File: config.mk
export PLATFORM = sky130hd
export DESIGN_NAME = srs_status_regs
export DESIGN_NICKNAME = d
export VERILOG_FILES = /design/src/verilog/srs_pkg.sv /design/src/verilog/srs_status_regs.sv /design/src/verilog/srs_sticky_bank.sv
export SDC_FILE = /design/constraint.sdc
export NUM_CORES = 1
export LEC_CHECK = 0
export BUFFER_PORTS_ARGS = -buffer_cell sky130_fd_sc_hd__buf_2
export CORE_MARGIN = 1
export CORE_UTILIZATION = 26
export CTS_CLUSTER_DIAMETER = 80
export DETAILED_ROUTE_END_ITERATION = 6
export SLEW_MARGIN = 20
export SYNTH_ARGS = -nofsm -noshare
export SYNTH_HDL_FRONTEND = slang
export SYNTH_SLANG_ARGS = --single-unit
File: constraint.sdc
create_clock -name clk_sys_i -period 5.7 [get_ports clk_sys_i]
set_input_delay 0.57 -clock clk_sys_i [delete_from_list [all_inputs] [get_ports clk_sys_i]]
set_output_delay 0.57 -clock clk_sys_i [all_outputs]
set_load 0.01 [all_outputs]
File: src/verilog/srs_pkg.sv
// Purpose: constants for the receiver status register group
// Assumes: byte addresses on an 8-bit register port, 32-bit data
// Notes:   offsets and most field positions and reset values live here
package srs_pkg;

  ////////////////////////////////////////////////////////////////////////////
  // register offsets
  localparam logic [7:0]  RATE_STS_OFS       = 8'h44;
  localparam logic [7:0]  TRANSPORT_STS_OFS  = 8'h48;
  localparam logic [7:0]  EDH_STS_OFS        = 8'h4C;
  localparam logic [7:0]  EDH_MASK_OFS       = 8'h50;
  localparam logic [7:0]  EDH_COUNT_OFS      = 8'h54;
  localparam logic [7:0]  CRC_ERR_OFS        = 8'h58;

  ////////////////////////////////////////////////////////////////////////////
  // rate detect status fields
  localparam int          LEVEL_B_POS        = 7;
  localparam int          ACT_STREAMS_LSB    = 4;
  localparam int          RATE_LOCK_POS      = 3;
  localparam int          RATE_CODE_LSB      = 0;
  localparam logic [2:0]  ACT_STREAMS_RST    = 3'h1;
  localparam logic        RATE_LOCK_RST      = 1'h1;
  localparam logic [2:0]  RATE_CODE_RST      = 3'h0;
  localparam logic [2:0]  RATE_CODE_SD       = 3'h1;

  ////////////////////////////////////////////////////////////////////////////
  // transport detect status fields
  localparam int          T_RATE_LSB         = 8;
  localparam int          T_FAMILY_LSB       = 4;
  localparam int          HFR_POS            = 2;
  localparam int          T_SCAN_POS         = 1;
  localparam int          T_LOCK_POS         = 0;
  localparam logic [3:0]  T_RATE_RST         = 4'h0;
  localparam logic [3:0]  T_FAMILY_RST       = 4'hF;
  localparam logic        HFR_RST            = 1'h1;

  ////////////////////////////////////////////////////////////////////////////
  // edh result status fields
  localparam int          EDH_PKT_LSB        = 19;
  localparam int          EDH_ANC_FLAG_LSB   = 14;
  localparam int          EDH_FF_FLAG_LSB    = 9;
  localparam int          EDH_AP_FLAG_LSB    = 4;
  localparam int          EDH_ANC_ERR_POS    = 2;
  localparam int          EDH_FF_ERR_POS     = 1;
  localparam int          EDH_AP_ERR_POS     = 0;

  ////////////////////////////////////////////////////////////////////////////
  // mask, counters, crc flags
  localparam int          MASK_W             = 16;
  localparam logic [15:0] MASK_RST           = 16'h0000;
  localparam logic [15:0] COUNT_RST          = 16'h0000;
  localparam logic [15:0] COUNT_MAX          = 16'hFFFF;
  localparam int          STREAMS            = 16;
  localparam int          CRC_CNT_LSB        = 16;

endpackage : srs_pkg

File: src/verilog/srs_status_regs.sv
// Purpose: status and error registers of the sdi receiver
// Assumes: status inputs are synchronous to clk_sys_i; edh and crc events are pulses
// Notes:   reads answer one cycle after the read strobe; unmapped reads return zero
//
// Operation
// - active stream count codes 1..16 streams as 000..100, reset code two streams
// - rate lock reads one when rate detection is disabled
// - line rate code reports hd, sd, 3g, 6g, 12g variants; resets to hd
// - level b flag bit 7 follows incoming 3g level b
// - transport frame rate field reports transport rate, valid with transport lock
// - transport family field reports family, valid with lock, resets all ones
// - transport scan low interlaced, high progressive, valid with lock
// - transport lock bit 0 high once transport format identified
// - high frame rate flag bit 2, reset value one
// - hold packet, ancillary, full-field and active-picture flags of last edh packet
// - ancillary status bit 2 high on ancillary checksum error
// - bit 1 high on full-field crc mismatch
// - bit 0 high on active-picture crc mismatch
// - sixteen writable mask bits: checksum, active picture, full field, ancillary
// - sd mode counter adds one per field with enabled error, holding at 16'hFFFF
// - upper half holds cumulative crc error count, read only
// - bits 15 to 1 sticky crc flags for streams 16 to 2, write one clears
// - bit 0 sticky crc flag for stream 1, write one clears
// - rate detect enable bit gates real rate lock reporting
`timescale 1ns/1ps
module srs_status_regs
  import srs_pkg::*;
(
  // clock and reset
  input  wire logic        clk_sys_i,
  input  wire logic        sys_rst_i,
  // register port
  input  wire logic        reg_wr_i,
  input  wire logic        reg_rd_i,
  input  wire logic [7:0]  reg_addr_i,
  input  wire logic [31:0] reg_wdata_i,
  output logic      [31:0] reg_rdata_o,
  output logic             reg_rvalid_o,
  // core control
  input  wire logic        rate_detect_enable_i,
  // rate detection
  input  wire logic [2:0]  rate_code_i,
  input  wire logic        rate_locked_i,
  input  wire logic [2:0]  active_stream_count_i,
  input  wire logic        level_b_flag_i,
  // transport detection
  input  wire logic [3:0]  t_rate_i,
  input  wire logic [3:0]  t_family_i,
  input  wire logic        t_scan_i,
  input  wire logic        t_locked_i,
  input  wire logic        high_frame_rate_flag_i,
  // edh results
  input  wire logic        edh_pkt_valid_i,
  input  wire logic        edh_packet_checksum_error_i,
  input  wire logic [3:0]  edh_packet_flag_set_i,
  input  wire logic [4:0]  edh_ancillary_flag_set_i,
  input  wire logic [4:0]  edh_full_field_flag_set_i,
  input  wire logic [4:0]  edh_active_picture_flag_set_i,
  input  wire logic        ancillary_checksum_error_i,
  input  wire logic        full_field_crc_mismatch_i,
  input  wire logic        active_picture_crc_mismatch_i,
  input  wire logic        field_end_i,
  // per-stream crc errors
  input  wire logic [15:0] crc_err_i
);

  logic [2:0]  rate_code_r;
  logic        rate_lock_r;
  logic [2:0]  act_streams_r;
  logic        level_b_r;
  logic [3:0]  t_rate_r;
  logic [3:0]  t_family_r;
  logic        t_scan_r;
  logic        t_lock_r;
  logic        hfr_r;
  logic [3:0]  pkt_flags_r;
  logic [4:0]  anc_flags_r;
  logic [4:0]  ff_flags_r;
  logic [4:0]  ap_flags_r;
  logic        anc_err_r;
  logic        ff_err_r;
  logic        ap_err_r;
  logic [15:0] mask_r;
  logic [15:0] edh_cnt_r;
  logic        field_err_r;
  logic [15:0] crc_cnt_r;
  logic [15:0] crc_flags;
  logic [15:0] crc_clr;
  logic [15:0] edh_evt;
  logic        edh_hit;
  logic        sd_mode;
  logic [4:0]  crc_pop;
  logic [16:0] crc_sum;
  logic [31:0] rd_nxt;

  ////////////////////////////////////////////////////////////////////////////
  // rate detection status
  always_ff @(posedge clk_sys_i)
  begin
    if (sys_rst_i)
    begin
      rate_code_r   <= RATE_CODE_RST;
      rate_lock_r   <= RATE_LOCK_RST;
      act_streams_r <= ACT_STREAMS_RST;
      level_b_r     <= 1'h0;
    end
    else
    begin
      rate_code_r   <= rate_code_i;
      rate_lock_r   <= rate_detect_enable_i ? rate_locked_i : 1'h1;
      act_streams_r <= active_stream_count_i;
      level_b_r     <= level_b_flag_i;
    end
  end

  ////////////////////////////////////////////////////////////////////////////
  // transport detection status; fields mean nothing until lock rises
  always_ff @(posedge clk_sys_i)
  begin
    if (sys_rst_i)
    begin
      t_rate_r   <= T_RATE_RST;
      t_family_r <= T_FAMILY_RST;
      t_scan_r   <= 1'h0;
      t_lock_r   <= 1'h0;
      hfr_r      <= HFR_RST;
    end
    else
    begin
      t_rate_r   <= t_rate_i;
      t_family_r <= t_family_i;
      t_scan_r   <= t_scan_i;
      t_lock_r   <= t_locked_i;
      hfr_r      <= high_frame_rate_flag_i;
    end
  end

  ////////////////////////////////////////////////////////////////////////////
  // edh packet flags, held until the next packet
  always_ff @(posedge clk_sys_i)
  begin
    if (sys_rst_i)
    begin
      pkt_flags_r <= '0;
      anc_flags_r <= '0;
      ff_flags_r  <= '0;
      ap_flags_r  <= '0;
    end
    else if (edh_pkt_valid_i)
    begin
      pkt_flags_r <= edh_packet_flag_set_i;
      anc_flags_r <= edh_ancillary_flag_set_i;
      ff_flags_r  <= edh_full_field_flag_set_i;
      ap_flags_r  <= edh_active_picture_flag_set_i;
    end
  end

  ////////////////////////////////////////////////////////////////////////////
  // edh check results
  always_ff @(posedge clk_sys_i)
  begin
    if (sys_rst_i)
    begin
      anc_err_r <= 1'h0;
      ff_err_r  <= 1'h0;
      ap_err_r  <= 1'h0;
    end
    else
    begin
      anc_err_r <= ancillary_checksum_error_i;
      ff_err_r  <= full_field_crc_mismatch_i;
      ap_err_r  <= active_picture_crc_mismatch_i;
    end
  end

  ////////////////////////////////////////////////////////////////////////////
  // edh count enable mask
  always_ff @(posedge clk_sys_i)
  begin
    if (sys_rst_i)
      mask_r <= MASK_RST;
    else if (reg_wr_i && reg_addr_i == EDH_MASK_OFS)
      mask_r <= reg_wdata_i[MASK_W-1:0];
  end

  ////////////////////////////////////////////////////////////////////////////
  // per-field edh error counting
  // mask bit order
  assign edh_evt = {edh_packet_checksum_error_i, edh_active_picture_flag_set_i,
                    edh_full_field_flag_set_i, edh_ancillary_flag_set_i}
                   & {MASK_W{edh_pkt_valid_i}} & mask_r;
  assign edh_hit = |edh_evt;
  assign sd_mode = (rate_code_r == RATE_CODE_SD);

  // errors are remembered until field end so several hits count once
  always_ff @(posedge clk_sys_i)
  begin
    if (sys_rst_i)
      field_err_r <= 1'h0;
    else if (field_end_i)
      field_err_r <= 1'h0;
    else if (edh_hit)
      field_err_r <= 1'h1;
  end

  // counter saturates instead of wrapping so a long bad run never reads small
  always_ff @(posedge clk_sys_i)
  begin
    if (sys_rst_i)
      edh_cnt_r <= COUNT_RST;
    else if (field_end_i && sd_mode && (field_err_r || edh_hit) && edh_cnt_r != COUNT_MAX)
      edh_cnt_r <= edh_cnt_r + 16'h0001;
  end

  ////////////////////////////////////////////////////////////////////////////
  // per-stream crc flags and cumulative count
  function automatic logic [4:0] srs_popcount(input logic [15:0] v);
    logic [4:0] n;
    n = 5'h00;
    for (int i = 0; i < STREAMS; i++)
      n = n + {4'h0, v[i]};
    return n;
  endfunction : srs_popcount

  assign crc_clr = (reg_wr_i && reg_addr_i == CRC_ERR_OFS) ? reg_wdata_i[15:0] : 16'h0000;

  srs_sticky_bank #(
    .W         (STREAMS)
  ) u_crc_flags (
    .clk_sys_i (clk_sys_i),
    .sys_rst_i (sys_rst_i),
    .set_i     (crc_err_i),
    .clr_i     (crc_clr),
    .flag_o    (crc_flags)
  );

  assign crc_pop = srs_popcount(crc_err_i);
  assign crc_sum = {1'h0, crc_cnt_r} + {12'h000, crc_pop};

  always_ff @(posedge clk_sys_i)
  begin
    if (sys_rst_i)
      crc_cnt_r <= COUNT_RST;
    else
      crc_cnt_r <= crc_sum[16] ? COUNT_MAX : crc_sum[15:0];
  end

  ////////////////////////////////////////////////////////////////////////////
  // read mux; reserved bits read zero
  always_comb
  begin
    rd_nxt = 32'h0000_0000;
    case (reg_addr_i)
      RATE_STS_OFS:
      begin
        rd_nxt[LEVEL_B_POS]                    = level_b_r;
        rd_nxt[ACT_STREAMS_LSB +: 3]           = act_streams_r;
        rd_nxt[RATE_LOCK_POS]                  = rate_lock_r;
        rd_nxt[RATE_CODE_LSB +: 3]             = rate_code_r;
      end
      TRANSPORT_STS_OFS:
      begin
        rd_nxt[T_RATE_LSB +: 4]                = t_rate_r;
        rd_nxt[T_FAMILY_LSB +: 4]              = t_family_r;
        rd_nxt[HFR_POS]                        = hfr_r;
        rd_nxt[T_SCAN_POS]                     = t_scan_r;
        rd_nxt[T_LOCK_POS]                     = t_lock_r;
      end
      EDH_STS_OFS:
      begin
        rd_nxt[EDH_PKT_LSB +: 4]               = pkt_flags_r;
        rd_nxt[EDH_ANC_FLAG_LSB +: 5]          = anc_flags_r;
        rd_nxt[EDH_FF_FLAG_LSB +: 5]           = ff_flags_r;
        rd_nxt[EDH_AP_FLAG_LSB +: 5]           = ap_flags_r;
        rd_nxt[EDH_ANC_ERR_POS]                = anc_err_r;
        rd_nxt[EDH_FF_ERR_POS]                 = ff_err_r;
        rd_nxt[EDH_AP_ERR_POS]                 = ap_err_r;
      end
      EDH_MASK_OFS:  rd_nxt[MASK_W-1:0]        = mask_r;
      EDH_COUNT_OFS: rd_nxt[15:0]              = edh_cnt_r;
      CRC_ERR_OFS:   rd_nxt                    = {crc_cnt_r, crc_flags};
      default:       rd_nxt                    = 32'h0000_0000;
    endcase
  end

  always_ff @(posedge clk_sys_i)
  begin
    if (sys_rst_i)
    begin
      reg_rdata_o  <= 32'h0000_0000;
      reg_rvalid_o <= 1'h0;
    end
    else
    begin
      reg_rdata_o  <= reg_rd_i ? rd_nxt : reg_rdata_o;
      reg_rvalid_o <= reg_rd_i;
    end
  end
endmodule : srs_status_regs

File: src/verilog/srs_sticky_bank.sv
// Purpose: bank of sticky flags, set by hardware, cleared by writing one
// Assumes: set and clear are one-cycle pulses in the system clock domain
// Notes:   a set in the same cycle as a clear keeps the flag set
`timescale 1ns/1ps
module srs_sticky_bank #(
  parameter int W = 16
) (
  // clock and reset
  input  wire logic         clk_sys_i,
  input  wire logic         sys_rst_i,
  // events and clears
  input  wire logic [W-1:0] set_i,
  input  wire logic [W-1:0] clr_i,
  // flags
  output logic      [W-1:0] flag_o
);

  ////////////////////////////////////////////////////////////////////////////
  // set beats clear
  always_ff @(posedge clk_sys_i)
  begin
    if (sys_rst_i)
      flag_o <= '0;
    else
      flag_o <= (flag_o & ~clr_i) | set_i;
  end
endmodule : srs_sticky_bank
==> run summary <==
Status -> complete, no violations
Fill cell count -> 2,475
Overall routing resource usage -> 15.7%
Synth warn -> 0
Worst vdd ir -> 0.195 mV
WL met1 -> 8590 microns
IO Count -> 138
Nets -> 922
Via count -> 5,541
Part of the power in registers -> 39.6%
Net switching power -> 0.761 mW
Max layer used -> met4
Post-route design area -> 7670 sq um
Critical Path End Type -> flop
R2R depth -> 13
Width of the die -> 157 microns
CP Data Required Time -> 6.04 ns
Most frequent cell after synthesis -> dfxtp_1
Clock Power Share -> 40.9%
Synth Cell Area -> 6210 sq um
Final number of max-transition violations -> 0
IO buf count -> 121
Worst EP arrival -> 4.99 ns
Pre-antenna DRT Iters -> 6
Comb pwr share -> 19.5%
Cell Rows -> 56
Cell taking the most area after synthesis -> dfxtp_1
DP Area -> 7090 sq um
Seq/Total Area, Yosys -> 44.8%
Synth Flop Type -> dfxtp_1
Power Internal -> 1.90 mW
Die span in y -> 157 microns
Final setup TNS -> 0 ns
CTS tree -> built
Layout cells sized above 1 -> 22.4%
Core Region -> 23,500 sq um
Fin crit period -> 4.65 ns
Post-detailed-route count of antenna-violating nets -> 0
Vias in the first global route -> 5,237
Slowest Stage Delay on Critical Path -> 0.59 ns
Crit Path Class -> input pin to flop
Slew HR -> 36.5%
Syn Nets -> 820
CTS max path bufs -> 2
Count of flip-flops with a built-in enable after synthesis -> 0
Clk slew on worst S/H paths -> 0.06 ns
Flops & latches, synth -> 139
Worst-Margin Slew -> 0.952 ns
Pwr dens -> 347 nW/um^2
Die Area -> 24,500 sq um
Initial Util -> 26.4%
CTS resizes -> 0
Top-area cell type share of the netlist area -> 44.8%
Final Hold Vio Count -> 0
Vias per cell -> 4.90
Gpl congestion -> 0.836
Synth top cells by count -> dfxtp_1 (139), a21oi_1 (73), nor2_1 (70)
WL met2 -> 8500 microns
Layout Skew -> 0.00649 ns
Hold buffer count at cts -> 0
# clock sinks -> 139
Drt total wl -> 18,600 microns
Highest Clock Rate -> 0.215 GHz
Place WS -> 0.631 ns
CP max FO -> 14
Crit start category -> input pin
Max_cap viols -> 0
Final Cycle Share -> 81.6%
CP cell instances -> buf_2, fa_1, inv_1, fa_1, fa_1, fa_1, fa_1, inv_1, fa_1, a21o_1, nand4_1, nand2_1, nand3_1, and4_1, nor3_1
Sw Ratio -> 28.6%
Largest net degree at the start of global routing -> 59
P&R area growth vs syn -> 23.6%
DRC viols -> 0
Root Buffer Master -> clkbuf_16
Final Setup Violations -> 0
Drt initial violations -> 396
Most used cell, CP -> fa_1
Depth of the worst hold-timing path -> 2
TritonCTS Buffers -> 17
H-tree depth -> 4
RSZ-0062 raised after global routing -> false
Synth area leaders -> dfxtp_1 (45%), a21oi_1 (5.9%), nor2_1 (4.2%)
Grt ovf -> 0
Worst Slack Setup Final -> 1.05 ns
FFs w/ async S/R, synth -> 0%
Post-Syn Instances -> 694
Initial antenna violation count -> 2
Syn avg cell area -> 8.94 sq um
Yosys cell types -> 55
Setup repair bufs after CTS -> 0
Fin util -> 32.7%
Slowest-stage cell, CP -> fa_1
Worst hold path class -> input pin to flop
Hpwl dp -> 14,000 microns
Worst-Skew Late Latency -> 0.43 ns
First-pass GRT wire length -> 29,000 microns
Met3 wire length -> 943 microns
Leakage power -> 3.05 nW
Wire per inst -> 16.5 microns
-- through the flow --
step | hold WS [ns] | std cells | power [mW]
after global routing | 0.314 | 1130 | 2.80
final | 0.322 | 1130 | 2.66
after floorplan | 0.448 | 694 | 1.44
after detailed placement | 0.455 | 1096 | 1.59
after global placement | 0.454 | 1096 | 1.58
after CTS | 0.312 | 1128 | 2.67
-- sequential cells by signal, summed over array words and instances, names as in the netlist --
signal	flops
reg_rdata_o	32
crc_cnt_r	16
edh_cnt_r	16
mask_r	16
u_crc_flags.flag_o	16
anc_flags_r	5
ap_flags_r	5
ff_flags_r	5
pkt_flags_r	4
t_family_r	4
t_rate_r	4
act_streams_r	3
rate_code_r	3
anc_err_r	1
ap_err_r	1
ff_err_r	1
field_err_r	1
hfr_r	1
level_b_r	1
rate_lock_r	1
reg_rvalid_o	1
t_lock_r	1
t_scan_r	1
-- layout make-up --
type	instances	area [sq um]	area share, %
Antenna cell	2	5.00	0.0652
Inverter	30	113	1.47
Clock inverter	13	145	1.89
Multi-Input combinational cell	481	3140	41.0
Timing Repair Buffer	127	653	8.51
Clock buffer	19	433	5.64
Tap cell	319	399	5.20
Sequential cell	139	2780	36.3
-- critical path, delay by kind of cell --
family	cells	cell delay, ns
adders and majority gates	6	2.62
and+or+nand+nor	5	1.32
buffers and inverters	3	0.27
AOI/OAI and AO/OA	1	0.18
-- placed cells by master (no fill, tap or decap), types with 3 or more instances in the layout --
master and instances:
a211oi_1 9, a21oi_1 73, a221oi_1 15, a22o_1 15
a22oi_1 20, a22oi_2 4, a311oi_1 8, a31oi_1 3
and2_1 5, and3_1 3, and4_1 5, buf_2 120
buf_4 7, clkbuf_16 17, clkinv_2 3, clkinv_4 4
dfxtp_1 139, fa_1 12, ha_1 9, inv_1 30
mux2i_1 25, nand2_1 50, nand2b_1 11, nand3_1 37
nand4_1 3, nor2_1 70, nor2b_1 21, nor3_1 12
nor4_2 3, o21a_1 3, o21ai_0 16, or2_2 7
or3_1 8, or4_1 3, xnor2_1 4, xor2_1 5
-- cells by family (layout without fill, tap and decap cells) --
kind of cell | Yosys count | in the layout | synth area share (%)
buffers and inverters | 74 | 189 | 4.94
other | 0 | 2 | 0
flip-flops | 139 | 139 | 44.8
multiplexers | 27 | 27 | 4.39
AO/OA/AOI/OAI | 176 | 176 | 18.8
XOR/XNOR | 9 | 9 | 1.27
AND/OR/NAND/NOR | 248 | 248 | 20.1
adder cells (fa/ha/maj) | 21 | 21 | 5.68
-- layer usage --
| layer | GRT usage, % | up-vias |
|---|---|---|
| met3 | 3.46 | 36 |
| met1 | 20.5 | 2651 |
| met5 | 0 | - |
| li1 | - | 2679 |
| met4 | 7.70 | 0 |
| met2 | 24.3 | 175 |
-- worst paths after layout --
path	startpoint	to	slack (ns)
worst max-delay path	crc_err_i[0]	crc_cnt_r[15]	1.05
worst min-delay path	t_family_i[2]	t_family_r[2]	0.32
worst max register to register	crc_cnt_r[0]	crc_cnt_r[15]	1.51
worst min register to register	reg_rdata_o[24]	reg_rdata_o[24]	0.46
-- power groups by stage --
stage / registers (mW) / clock network [mW] / logic, mW
finish: 1.05 / 1.09 / 0.517
global route: 1.06 / 1.15 / 0.591
CTS: 1.05 / 1.10 / 0.519
detailed placement: 1.08 / 0 / 0.516
global placement: 1.08 / 0 / 0.500
floorplan: 1.07 / 0 / 0.376
Note: power is estimated with default switching activity, not from simulation.
